<file path="src/hw/link_regs_pkg.sv">
//
// Purpose: Shared constants and types for the link EEPROM and retry register group
// Assumes: Byte addresses on a 32-bit register port
// Notes: Offsets are byte addresses; every field position lives here
//
package link_regs_pkg;

    // ************************************************************
    // Register map
    // ************************************************************
    localparam logic [7:0] ADDR_ROM_ACCESS = 8'h04;
    localparam logic [7:0] ADDR_RETRY_LIMITS = 8'h08;
    localparam logic [7:0] ADDR_SWAP_STORE = 8'h0C;

    // ************************************************************
    // Field positions and reset values
    // ************************************************************
    localparam int ROM_CLEAR_BIT = 31;
    localparam int ROM_GO_BIT = 25;
    localparam int READ_BYTE_LSB = 16;
    localparam int SMALL_ROM_LSB = 0;
    localparam int PHYS_RETRY_LSB = 8;
    localparam int RESP_RETRY_LSB = 4;
    localparam int REQ_RETRY_LSB = 0;
    localparam int RETRY_FIELD_W = 4;
    localparam logic [7:0] SMALL_ROM_RESET = 8'h00;
    localparam logic [7:0] SMALL_ROM_WORD = 8'h28;
    localparam logic [7:0] SMALL_ROM_MIN_VALID = 8'h3A;
    localparam logic [7:0] ROM_ADDR_RESET = 8'h00;
    localparam logic [3:0] RETRY_RESET = 4'h0;
    localparam logic [31:0] READ_ZERO = 32'h0000_0000;

    // ************************************************************
    // Types
    // ************************************************************
    typedef enum logic [1:0]
    {
        ACK_NONE = 2'b00,
        ACK_DONE = 2'b01,
        ACK_BUSY = 2'b10,
        ACK_DATA_ERR = 2'b11
    } ack_code_t;

    typedef struct packed
    {
        logic start;
        logic ackValid;
        ack_code_t ack;
    } tx_attempt_t;

    typedef struct packed
    {
        logic retry;
        logic finished;
        ack_code_t finalAck;
    } tx_result_t;

    typedef struct packed
    {
        logic req;
        logic [7:0] addr;
    } rom_req_t;

endpackage

</file>
<file path="src/hw/rom_byte_fetch.sv">
//
// Purpose: Fetches one byte from the serial identity EEPROM reader
// Assumes: Reader answers each held request with a one-cycle ack and data
// Notes: One fetch at a time; start while busy is ignored
//
`timescale 1ns/100ps
module rom_byte_fetch
(
    input wire logic clk,
    input wire logic resetn,
    input wire logic start,
    input wire logic [7:0] byteAddr,
    output link_regs_pkg::rom_req_t romReq,
    input wire logic romAck,
    input wire logic [7:0] romData,
    output logic done,
    output logic [7:0] fetchedByte
);
    import link_regs_pkg::*;

    // ************************************************************
    // Request held until the reader answers
    // ************************************************************
    always_ff @(posedge clk or negedge resetn)
    begin
        if (!resetn)
        begin
            romReq <= '0;
        end
        else if (romReq.req && romAck)
        begin
            romReq.req <= 1'b0;
        end
        else if (start && !romReq.req)
        begin
            romReq.req <= 1'b1;
            romReq.addr <= byteAddr;
        end
    end

    // ************************************************************
    // Completion
    // ************************************************************
    always_ff @(posedge clk or negedge resetn)
    begin
        if (!resetn)
        begin
            done <= 1'b0;
            fetchedByte <= 8'h00;
        end
        else
        begin
            done <= romReq.req && romAck;
            if (romReq.req && romAck)
            begin
                fetchedByte <= romData;
            end
        end
    end

endmodule // rom_byte_fetch

</file>
<file path="src/hw/tx_retry_unit.sv">
//
// Purpose: Counts retries of one transmit unit against a software limit
// Assumes: One packet in flight per unit; acks arrive one at a time
// Notes: Limit is sampled live, so a change applies to the packet in flight
//
`timescale 1ns/100ps
module tx_retry_unit
#(
    parameter int COUNT_W = 4
)
(
    input wire logic clk,
    input wire logic resetn,
    input wire logic [COUNT_W-1:0] retryLimit,
    input link_regs_pkg::tx_attempt_t attempt,
    output link_regs_pkg::tx_result_t result
);
    import link_regs_pkg::*;

    logic [COUNT_W-1:0] used_reg;
    logic active_reg;
    logic backoff;

    if (COUNT_W < 1 || COUNT_W > 8)
    begin : g_bad_width
        $error("tx_retry_unit: COUNT_W out of range");
    end

    assign backoff = attempt.ackValid && (attempt.ack == ACK_BUSY || attempt.ack == ACK_DATA_ERR);

    // ************************************************************
    // Attempt tracking
    // ************************************************************
    always_ff @(posedge clk or negedge resetn)
    begin
        if (!resetn)
        begin
            used_reg <= '0;
            active_reg <= 1'b0;
            result <= '0;
        end
        else
        begin
            result.retry <= 1'b0;
            result.finished <= 1'b0;
            if (attempt.start)
            begin
                used_reg <= '0;
                active_reg <= 1'b1;
            end
            else if (active_reg && attempt.ackValid)
            begin
                if (backoff && used_reg < retryLimit)
                begin
                    used_reg <= used_reg + 1'b1;
                    result.retry <= 1'b1;
                end
                else
                begin
                    // Out of retries or success: last ack is the outcome
                    active_reg <= 1'b0;
                    result.finished <= 1'b1;
                    result.finalAck <= attempt.ack;
                end
            end
        end
    end

endmodule // tx_retry_unit

</file>
<file path="src/hw/link_eeprom_retry_regs.sv">
//
// Purpose: Link-layer EEPROM access, transmit retry limits and swap data registers
// Assumes: Register port with one-cycle strobes, read data one cycle later
// Notes: EEPROM reached through a byte request/ack reader outside this block
//
// Behaviour
// - Writing one to bit 31 returns the EEPROM byte address to zero and the bit clears itself after.
// - An address clear does not fetch byte zero; the read byte keeps its old value.
// - Writing one to bit 25 reads the addressed byte and the bit clears when the read ends.
// - The fetched byte appears in read-only bits 23 to 16 of the access register.
// - The small ROM offset in bits 7 to 0 resets to 00h and loads from EEPROM word 28h if present.
// - Unused bits of the access and retry registers read as zero.
// - The dual phase seconds and cycles fields always read zero.
// - The physical response unit retries up to the count in bits 11 to 8, reset 0h.
// - The transmit response unit retries up to the count in bits 7 to 4, reset 0h.
// - The transmit request unit retries up to the count in bits 3 to 0, reset 0h.
// - The swap store value at 0Ch is read-only and not reset.
// - The EEPROM present flag is set on detection and the info block load is then started.
//
`timescale 1ns/100ps
module link_eeprom_retry_regs
(
    input wire logic clk,
    input wire logic resetn,
    input wire logic [7:0] regAddr,
    input wire logic [31:0] regWrData,
    input wire logic regWrStrobe,
    input wire logic regRdStrobe,
    output logic [31:0] regRdData,
    input wire logic eepromDetect,
    output link_regs_pkg::rom_req_t romReq,
    input wire logic romAck,
    input wire logic [7:0] romData,
    output logic idEepromPresent,
    output logic busInfoLoadStart,
    output logic smallRomValid,
    input wire logic swapValueLoad,
    input wire logic [31:0] swapValueIn,
    input link_regs_pkg::tx_attempt_t physRespAttempt,
    input link_regs_pkg::tx_attempt_t txRespAttempt,
    input link_regs_pkg::tx_attempt_t txReqAttempt,
    output link_regs_pkg::tx_result_t physRespResult,
    output link_regs_pkg::tx_result_t txRespResult,
    output link_regs_pkg::tx_result_t txReqResult
);
    import link_regs_pkg::*;

    typedef enum logic [1:0]
    {
        ST_STRAP = 2'b00,
        ST_BOOT = 2'b01,
        ST_IDLE = 2'b10,
        ST_READ = 2'b11
    } rom_state_t;

    rom_state_t state_reg;
    logic rom_address_clear_reg;
    logic rom_read_go_reg;
    logic [7:0] rom_read_byte_reg;
    logic [7:0] small_rom_offset_reg;
    logic [7:0] romAddr_reg;
    logic [3:0] phys_response_retry_count_reg;
    logic [3:0] tx_response_retry_count_reg;
    logic [3:0] tx_request_retry_count_reg;
    logic [31:0] swapStore_reg;
    logic fetchStart;
    logic [7:0] fetchAddr;
    logic fetchDone;
    logic [7:0] fetchedByte;
    logic wrAccess;
    logic wrRetry;
    logic [31:0] readMux;

    assign wrAccess = regWrStrobe && regAddr == ADDR_ROM_ACCESS;
    assign wrRetry = regWrStrobe && regAddr == ADDR_RETRY_LIMITS;

    // ************************************************************
    // EEPROM sequencing
    // ************************************************************
    assign fetchStart = (state_reg == ST_BOOT && !romReq.req && !fetchDone)
        || (state_reg == ST_IDLE && rom_read_go_reg && !rom_address_clear_reg);
    assign fetchAddr = (state_reg == ST_BOOT) ? SMALL_ROM_WORD : romAddr_reg;

    rom_byte_fetch fetch
    (
        .clk(clk),
        .resetn(resetn),
        .start(fetchStart),
        .byteAddr(fetchAddr),
        .romReq(romReq),
        .romAck(romAck),
        .romData(romData),
        .done(fetchDone),
        .fetchedByte(fetchedByte)
    );

    // Strap is caught after release, never by the asynchronous reset itself
    always_ff @(posedge clk or negedge resetn)
    begin
        if (!resetn)
        begin
            state_reg <= ST_STRAP;
            idEepromPresent <= 1'b0;
            busInfoLoadStart <= 1'b0;
        end
        else
        begin
            busInfoLoadStart <= 1'b0;
            case (state_reg)
                ST_STRAP:
                begin
                    idEepromPresent <= eepromDetect;
                    state_reg <= eepromDetect ? ST_BOOT : ST_IDLE;
                end
                ST_BOOT:
                begin
                    if (fetchDone)
                    begin
                        busInfoLoadStart <= 1'b1;
                        state_reg <= ST_IDLE;
                    end
                end
                ST_IDLE:
                begin
                    if (fetchStart)
                    begin
                        state_reg <= ST_READ;
                    end
                end
                ST_READ:
                begin
                    if (fetchDone)
                    begin
                        state_reg <= ST_IDLE;
                    end
                end
                default:
                begin
                    state_reg <= ST_IDLE;
                end
            endcase
        end
    end

    // Boot fetch fills the small ROM offset; no EEPROM leaves the reset value
    always_ff @(posedge clk or negedge resetn)
    begin
        if (!resetn)
        begin
            small_rom_offset_reg <= SMALL_ROM_RESET;
        end
        else if (state_reg == ST_BOOT && fetchDone)
        begin
            small_rom_offset_reg <= fetchedByte;
        end
    end

    // Helper only: the decision is software's
    assign smallRomValid = small_rom_offset_reg > SMALL_ROM_MIN_VALID;

    // ************************************************************
    // Access register control bits
    // ************************************************************
    // Clear is served before a pending read so a read never uses a stale address
    always_ff @(posedge clk or negedge resetn)
    begin
        if (!resetn)
        begin
            rom_address_clear_reg <= 1'b0;
        end
        else if (wrAccess && regWrData[ROM_CLEAR_BIT])
        begin
            rom_address_clear_reg <= 1'b1;
        end
        else if (state_reg == ST_IDLE)
        begin
            rom_address_clear_reg <= 1'b0;
        end
    end

    // Software set wins over completion clear in the same cycle
    always_ff @(posedge clk or negedge resetn)
    begin
        if (!resetn)
        begin
            rom_read_go_reg <= 1'b0;
        end
        else if (wrAccess && regWrData[ROM_GO_BIT])
        begin
            rom_read_go_reg <= 1'b1;
        end
        else if (state_reg == ST_READ && fetchDone)
        begin
            rom_read_go_reg <= 1'b0;
        end
    end

    always_ff @(posedge clk or negedge resetn)
    begin
        if (!resetn)
        begin
            romAddr_reg <= ROM_ADDR_RESET;
        end
        else if (state_reg == ST_IDLE && rom_address_clear_reg)
        begin
            romAddr_reg <= ROM_ADDR_RESET;
        end
        else if (state_reg == ST_READ && fetchDone)
        begin
            romAddr_reg <= romAddr_reg + 8'h01;
        end
    end

    // Only an explicit read updates the byte; a clear leaves it alone
    always_ff @(posedge clk or negedge resetn)
    begin
        if (!resetn)
        begin
            rom_read_byte_reg <= 8'h00;
        end
        else if (state_reg == ST_READ && fetchDone)
        begin
            rom_read_byte_reg <= fetchedByte;
        end
    end

    // ************************************************************
    // Retry limits
    // ************************************************************
    always_ff @(posedge clk or negedge resetn)
    begin
        if (!resetn)
        begin
            phys_response_retry_count_reg <= RETRY_RESET;
            tx_response_retry_count_reg <= RETRY_RESET;
            tx_request_retry_count_reg <= RETRY_RESET;
        end
        else if (wrRetry)
        begin
            phys_response_retry_count_reg <= regWrData[PHYS_RETRY_LSB +: RETRY_FIELD_W];
            tx_response_retry_count_reg <= regWrData[RESP_RETRY_LSB +: RETRY_FIELD_W];
            tx_request_retry_count_reg <= regWrData[REQ_RETRY_LSB +: RETRY_FIELD_W];
        end
    end

    tx_retry_unit #(.COUNT_W(RETRY_FIELD_W)) physResp
    (
        .clk(clk),
        .resetn(resetn),
        .retryLimit(phys_response_retry_count_reg),
        .attempt(physRespAttempt),
        .result(physRespResult)
    );

    tx_retry_unit #(.COUNT_W(RETRY_FIELD_W)) txResp
    (
        .clk(clk),
        .resetn(resetn),
        .retryLimit(tx_response_retry_count_reg),
        .attempt(txRespAttempt),
        .result(txRespResult)
    );

    tx_retry_unit #(.COUNT_W(RETRY_FIELD_W)) txReq
    (
        .clk(clk),
        .resetn(resetn),
        .retryLimit(tx_request_retry_count_reg),
        .attempt(txReqAttempt),
        .result(txReqResult)
    );

    // ************************************************************
    // Swap store value
    // ************************************************************
    // Deliberately unreset: contents are undefined until the swap logic loads it
    always_ff @(posedge clk)
    begin
        if (swapValueLoad)
        begin
            swapStore_reg <= swapValueIn;
        end
    end

    // ************************************************************
    // Read path
    // ************************************************************
    always_comb
    begin
        readMux = READ_ZERO;
        if (regAddr == ADDR_ROM_ACCESS)
        begin
            readMux[ROM_CLEAR_BIT] = rom_address_clear_reg;
            readMux[ROM_GO_BIT] = rom_read_go_reg;
            readMux[READ_BYTE_LSB +: 8] = rom_read_byte_reg;
            readMux[SMALL_ROM_LSB +: 8] = small_rom_offset_reg;
        end
        else if (regAddr == ADDR_RETRY_LIMITS)
        begin
            readMux[PHYS_RETRY_LSB +: RETRY_FIELD_W] = phys_response_retry_count_reg;
            readMux[RESP_RETRY_LSB +: RETRY_FIELD_W] = tx_response_retry_count_reg;
            readMux[REQ_RETRY_LSB +: RETRY_FIELD_W] = tx_request_retry_count_reg;
        end
        else if (regAddr == ADDR_SWAP_STORE)
        begin
            readMux = swapStore_reg;
        end
    end

    // Data stands only in the cycle after the strobe
    always_ff @(posedge clk or negedge resetn)
    begin
        if (!resetn)
        begin
            regRdData <= READ_ZERO;
        end
        else if (regRdStrobe)
        begin
            regRdData <= readMux;
        end
        else
        begin
            regRdData <= READ_ZERO;
        end
    end

endmodule // link_eeprom_retry_regs

</file>
<file path="config.mk">
export PLATFORM = sky130hd
export DESIGN_NAME = link_eeprom_retry_regs
export DESIGN_NICKNAME = d
export VERILOG_FILES = /design/src/hw/link_regs_pkg.sv /design/src/hw/rom_byte_fetch.sv /design/src/hw/tx_retry_unit.sv /design/src/hw/link_eeprom_retry_regs.sv
export SDC_FILE = /design/constraint.sdc
export NUM_CORES = 1
export LEC_CHECK = 0
export BUFFER_PORTS_ARGS = -buffer_cell sky130_fd_sc_hd__buf_4
export CORE_UTILIZATION = 25
export CTS_CLUSTER_DIAMETER = 150
export CTS_CLUSTER_SIZE = 30
export DETAILED_ROUTE_END_ITERATION = 8
export PLACE_DENSITY_LB_ADDON = 0.15
export SYNTH_ARGS = -nofsm -noshare
export SYNTH_HDL_FRONTEND = slang
export SYNTH_SLANG_ARGS = --single-unit
</file>
<file path="constraint.sdc">
create_clock -name clk -period 2.45 [get_ports clk]
set_clock_uncertainty 0.05 [all_clocks]
set_input_delay 0.245 -clock clk [delete_from_list [all_inputs] [get_ports clk]]
set_output_delay 0.245 -clock clk [all_outputs]
set_load 0.005 [all_outputs]
</file>
# Yosys cells after proc, flatten, opt, wreduce, memory -nomap -nowiden
# Cells that the tools add are included.
classes:
  add_sub_neg: 4
  n_lt_le_gt_ge: 4
  eq_ne: 17
  muxes: 56
  bitwise_logic: 7
  n_reduce_logical: 52
ops:
  columns: ["operator", "count"]
  rows:
  - ["$mux 32", 2]
  - ["$mux 4", 15]
  - ["$mux 8", 6]
  - ["$logic_and 1x1->1", 22]
  - ["$mux 1", 22]
  - ["$mux 20", 1]
  - ["$reduce_bool 2->1", 10]
  - ["$eq 2x2->1 const B", 8]
  - ["$eq 8x4->1 const B", 2]
  - ["$reduce_and 2->1", 8]
  - ["$add 4x1->4 const B", 3]
  - ["$lt 4x4->1", 3]
  - ["$mux 12", 1]
  - ["$mux 3", 3]
  - ["$mux 9", 1]
  - ["$reduce_and 3->1", 3]
  - ["$add 8x1->8 const B", 1]
  - ["$eq 8x3->1 const B", 1]
  - ["$gt 8x6->1 const B", 1]
  - ["$not 1->1", 7]
  - ["$mux 2", 3]
  - ["$ne 2x2->1 const B", 3]
  - ["$pmux 2 s3", 1]
  - ["$mux 5", 1]
  - ["6 further kinds", 12]
word_totals:
  ff_bits: 151
  input_bits: 99
  output_inout_bits: 56
  wordCells: 172

# Longest topological paths before layout
logic_depth:
  ltp_word: 7
  depth_mapped: 7
  depth_no_buf: 6

# Hierarchy
# Synthesis repeated with hierarchy kept, for this count alone.
hier_totals:
  hier_cells: 457
  hier_area_um2: 6264.8
modules_own_cells:
  columns: ["module", "instances", "cells_each", "area_each_um2", "seq_area_each_um2"]
  rows:
  - ["link_eeprom_retry_regs", 1, 280, 4105.2, 2812.7]
  - ["tx_retry_unit", 3, 46, 488.0, 225.2]
  - ["rom_byte_fetch", 1, 39, 695.7, 450.4]

# Worst setup path after synthesis
# Ideal clock, no wire load.
synth_path:
  kind: "flip-flop to flip-flop"
  start: "register physResp.used_reg[1]"
  end: "register physResp.used_reg[2]"
  setup_ns: 0.077
  arrival_ns: 1.729
  t_required_ns: 2.323
  setup_slack_ns: 0.594
  stages_incl_launch_ff: 7
  n_path_buf: 1
  period_less_slack_ns: 1.856
  cell_sequence: "dfrtp_1 -> ha_1 -> o211ai_1 -> o211ai_1 -> clkbuf_1 -> or4_1 -> a21oi_1"
synth_between:
  elab_chain_len: 4
  elab_cells_between_ends: 8
  classes_between: "1 x add/sub; 1 x order compare; 3 x mux; 3 x reduce/logical"
synth_lines:
  columns: ["item", "line", "text"]
  rows:
  - ["start, declared", "tx_retry_unit.sv:20", "logic [COUNT_W-1:0] used_reg;"]
  - ["start signal, assigned", "tx_retry_unit.sv:55", "used_reg <= used_reg + 1'b1;"]
  - ["$add 4x1->4 or $lt 4x4->1 (tied branches)", "tx_retry_unit.sv:55, tx_retry_unit.sv:53", null]
  - ["$mux 4 or $logic_and 1x1->1 (tied branches)", "tx_retry_unit.sv:53", "if (backoff && used_reg < retryLimit)"]
  - ["$mux 4 or $reduce_bool 2->1 (tied branches)", null, null]
  - ["$mux 4 or $reduce_and 2->1 (tied branches)", null, null]
# Several ways; a longest one is shown, not always the timed one. The select of a mux whose other input is x is not followed.
# A chain may end at the register's enable or synchronous reset.

# Worst setup path in the final report
layout_path:
  start: "register physResp.used_reg[2]"
  end: "register physResp.result[0] (netlist name)"
layout_between:
  elab_chain_len: 4
layout_lines:
  columns: ["item", "line", "text"]
  rows:
  - ["$lt 4x4->1", "tx_retry_unit.sv:53", null]
  - ["$logic_and 1x1->1", "tx_retry_unit.sv:53", null]
  - ["$not 1->1 (no source line)", null, null]
  - ["$reduce_and 3->1 (no source line)", null, null]
  - ["end, declared", "tx_retry_unit.sv:16", "output link_regs_pkg::tx_result_t result"]
# Every way passes these cells.

==> metrics.yaml <==
start_kind: "flip-flop"
place_congestion: 0.722
vias: 4202
critical_path_required_ns: 2.71
synth.ff_latch_count: 151
slew_headroom_pct: 52.9
max_freq_mhz: 474
use_met1_pct: 15.3
power.leakage_nw: 3.96
cts_hold_buf: 53
setup_viol: 0
synth_area_mm2: 0.00608
wire_per_inst_um: 14.8
clock-sinks: 151
grt_max_degree: 52
drc: 0
dieHeight_um: 158
tightest_slew_ns: 0.703
regArea_mm2: 0.00394
area_delta_synth_final_pct: 41.4
syn_nets: 575
drt-total-wl_mm: 14.8
critical_path_class: "reg -> reg"
grt_overflow_total: 0
cts_inserted_buffers: 17
detail_route.iter0.violations: 99
grt_pass1_vias: 4581
crit_arrival_ns: 2.37
ys_types: 44
nets: 777
period_needed_ns: 2.11
port_buffers: 136
diodes: 0
clock_latency_ns: 0.42
syn_inst: 463
dr.pass1.iters: 4
core_area_mm2: 0.0237
globalRouteMet2Util_pct: 21.4
yosysWarnings: 0
drive_above_1_share_pct: 33.9
use_met3_pct: 3.28
cp_max_fo: 11
period_share_pct: 86.1
end_kind: "flip-flop"
io_pins: 155
status: "complete, no violations"
grt_usage_pct: 12.6
num_rows: 56
p_per_area_mw_per_mm2: 738
synth.avg_cell_area_um2: 13.1
initial_utilization_pct: 25.7
multi_input_area_mm2: 0.00198
rsz0062_at_grt: "false"
ant_nets: 0
die_area_mm2: 0.0250
worst_slack_ns: 0.341
busiest_layer: "met2"
grt_antenna_before_repair: 0
drv_cap: 0
tns_ns: 0
seq_area_frac_synth_pct: 64.8
vias_per_cell: 4.21
dp_hpwl_mm: 10.4
path_clk_slew_ns: 0.07
postCtsResizedCells: 0
hold_violations: 0
report.final.slew_viol_count: 0
grt_pass1_wl_mm: 23.6
post_cts_buffers: 0
ir_worst_vdd_v: 0.000391
nFillCells: 2406
dpl_worst_slack_ns: 0.343
chipWidth_um: 158
ctsHtreeMaxLevel: 4
cts_max_path_buffers: 2
hold_path_class: "in -> reg"
cts_tree: "yes"
ctsRootBufferMaster: "clkbuf_16"
-- layout make-up --
cell class	instances	share of cell area, %
Clock buffer	19	5.04
Clock inverter	13	1.51
Inverter	23	1.00
Multi-Input combinational cell	274	23.0
Sequential cell	151	45.8
Tap cell	319	4.64
Timing Repair Buffer	198	19.0
-- worst paths after layout --
| path | slack, ns | from | cells past startpoint | end |
|---|---|---|---|---|
| hold / removal | 0.02 | romData[3] | 2 | fetch.fetchedByte[3]$_DFFE_PN0P_ |
| setup / recovery | 0.34 | physResp.used_reg[2]$_DFFE_PN0P_ | 5 | physResp.result[0]$_DFFE_PN0P_ |
| max in group asynchronous | 1.35 | resetn | 3 | regRdData[16]$_DFF_PN0_ |
| setup reg to reg | 0.34 | physResp.used_reg[2]$_DFFE_PN0P_ | 5 | physResp.result[0]$_DFFE_PN0P_ |
| hold reg to reg | 0.39 | swapStore_reg[12]$_DFFE_PP_ | 1 | regRdData[12]$_DFF_PN0_ |
| min in group asynchronous | 0.30 | resetn | 2 | txReq.result[3]$_DFF_PN0_ |
-- placed cells by master, fill, tap and decap left out, types with 10 or more instances in the layout --
cell / instances
mux2i_1: 14
o21ai_0: 21
nor2_1: 36
dfrtp_1: 119
nand2_1: 31
inv_1: 23
mux2_2: 51
a21oi_1: 18
clkbuf_16: 17
edfxtp_1: 32
and2_1: 10
buf_4: 144
ha_1: 13
dlygate4sd3_1: 53
-- power breakdown --
| group | switching (mW) | internal (mW) | leakage [nW] | total, mW |
|---|---|---|---|---|
| clock | 1.05 | 1.49 | 0.274 | 2.54 |
| combinational | 0.303 | 0.456 | 1.78 | 0.759 |
| sequential | 0.191 | 2.85 | 1.90 | 3.04 |
| total | 1.54 | 4.80 | 3.96 | 6.34 |
-- critical path: stages (launching register included) --
cell and delay (ns):
dfrtp_1 0.42, ha_1 0.30, o211ai_1 0.09, o211ai_1 0.59, nand2_1 0.23, mux2_2 0.33
-- cell families after synthesis --
logic type                 Yosys count  synth area share [%]
AOI/OAI and AO/OA                   66                  6.58
xor gates and xnor gates             4                 0.576
adders and majority gates           13                  2.67
buffers and inverters               38                  2.70
DFF                                151                  64.8
muxes                               66                  11.9
and+or+nand+nor                    125                  10.8
-- Yosys cell counts (all sizes together) --
cell,number,area share [%]
nand2b,1,0.10
or3b,1,0.14
and2,10,1.0
mux2i,14,2.3
or4b,1,0.23
nor3b,4,0.49
ha,13,2.7
nor2,37,2.6
a22o,2,0.29
and3,1,0.10
a21oi,18,1.5
dfrtp,119,49
and4b,1,0.16
o211ai,5,0.62
nor2b,4,0.41
a21o,3,0.37
mux2,52,9.6
o31a,1,0.14
buf,7,0.78
nand4,5,0.51
nand2,31,1.9
nand3,8,0.66
xnor2,1,0.14
o31ai,6,0.74
a22oi,8,0.99
and3b,1,0.14
xor2,3,0.43
nor4bb,1,0.16
clkbuf,8,0.49
o2bb2ai,1,0.14
nor3,5,0.49
inv,23,1.4
or4,7,0.93
edfxtp,32,16
o21ai,22,1.8
or3,7,0.72
-- per-layer routing --
layer  vias up  share of wire (%)
li1       2050                  -
met1      2029                 46
met2       110                 48
met3        13                4.6
met4         0                1.5
met5         -                  0
-- metrics by stage --
| step | utilization (%) | instance area (um2) | hold WS [ns] | cells | total power, mW |
|---|---|---|---|---|---|
| 3_5_place_dp | 31.7 | 7500 | 0.222 | 912 | 3.81 |
| 4_1_cts | 36.3 | 8600 | 0.00165 | 997 | 6.46 |
| 2_1_floorplan | - | 6080 | -0.101 | 463 | 3.43 |
| 5_1_grt | 36.3 | 8600 | 0.00116 | 997 | 6.68 |
| 3_3_place_gp | 31.7 | 7500 | 0.210 | 912 | 3.78 |
| 6_report | 36.3 | 8600 | 0.0186 | 997 | 6.34 |
No activity file was read; power rests on OpenSTA's default activity.
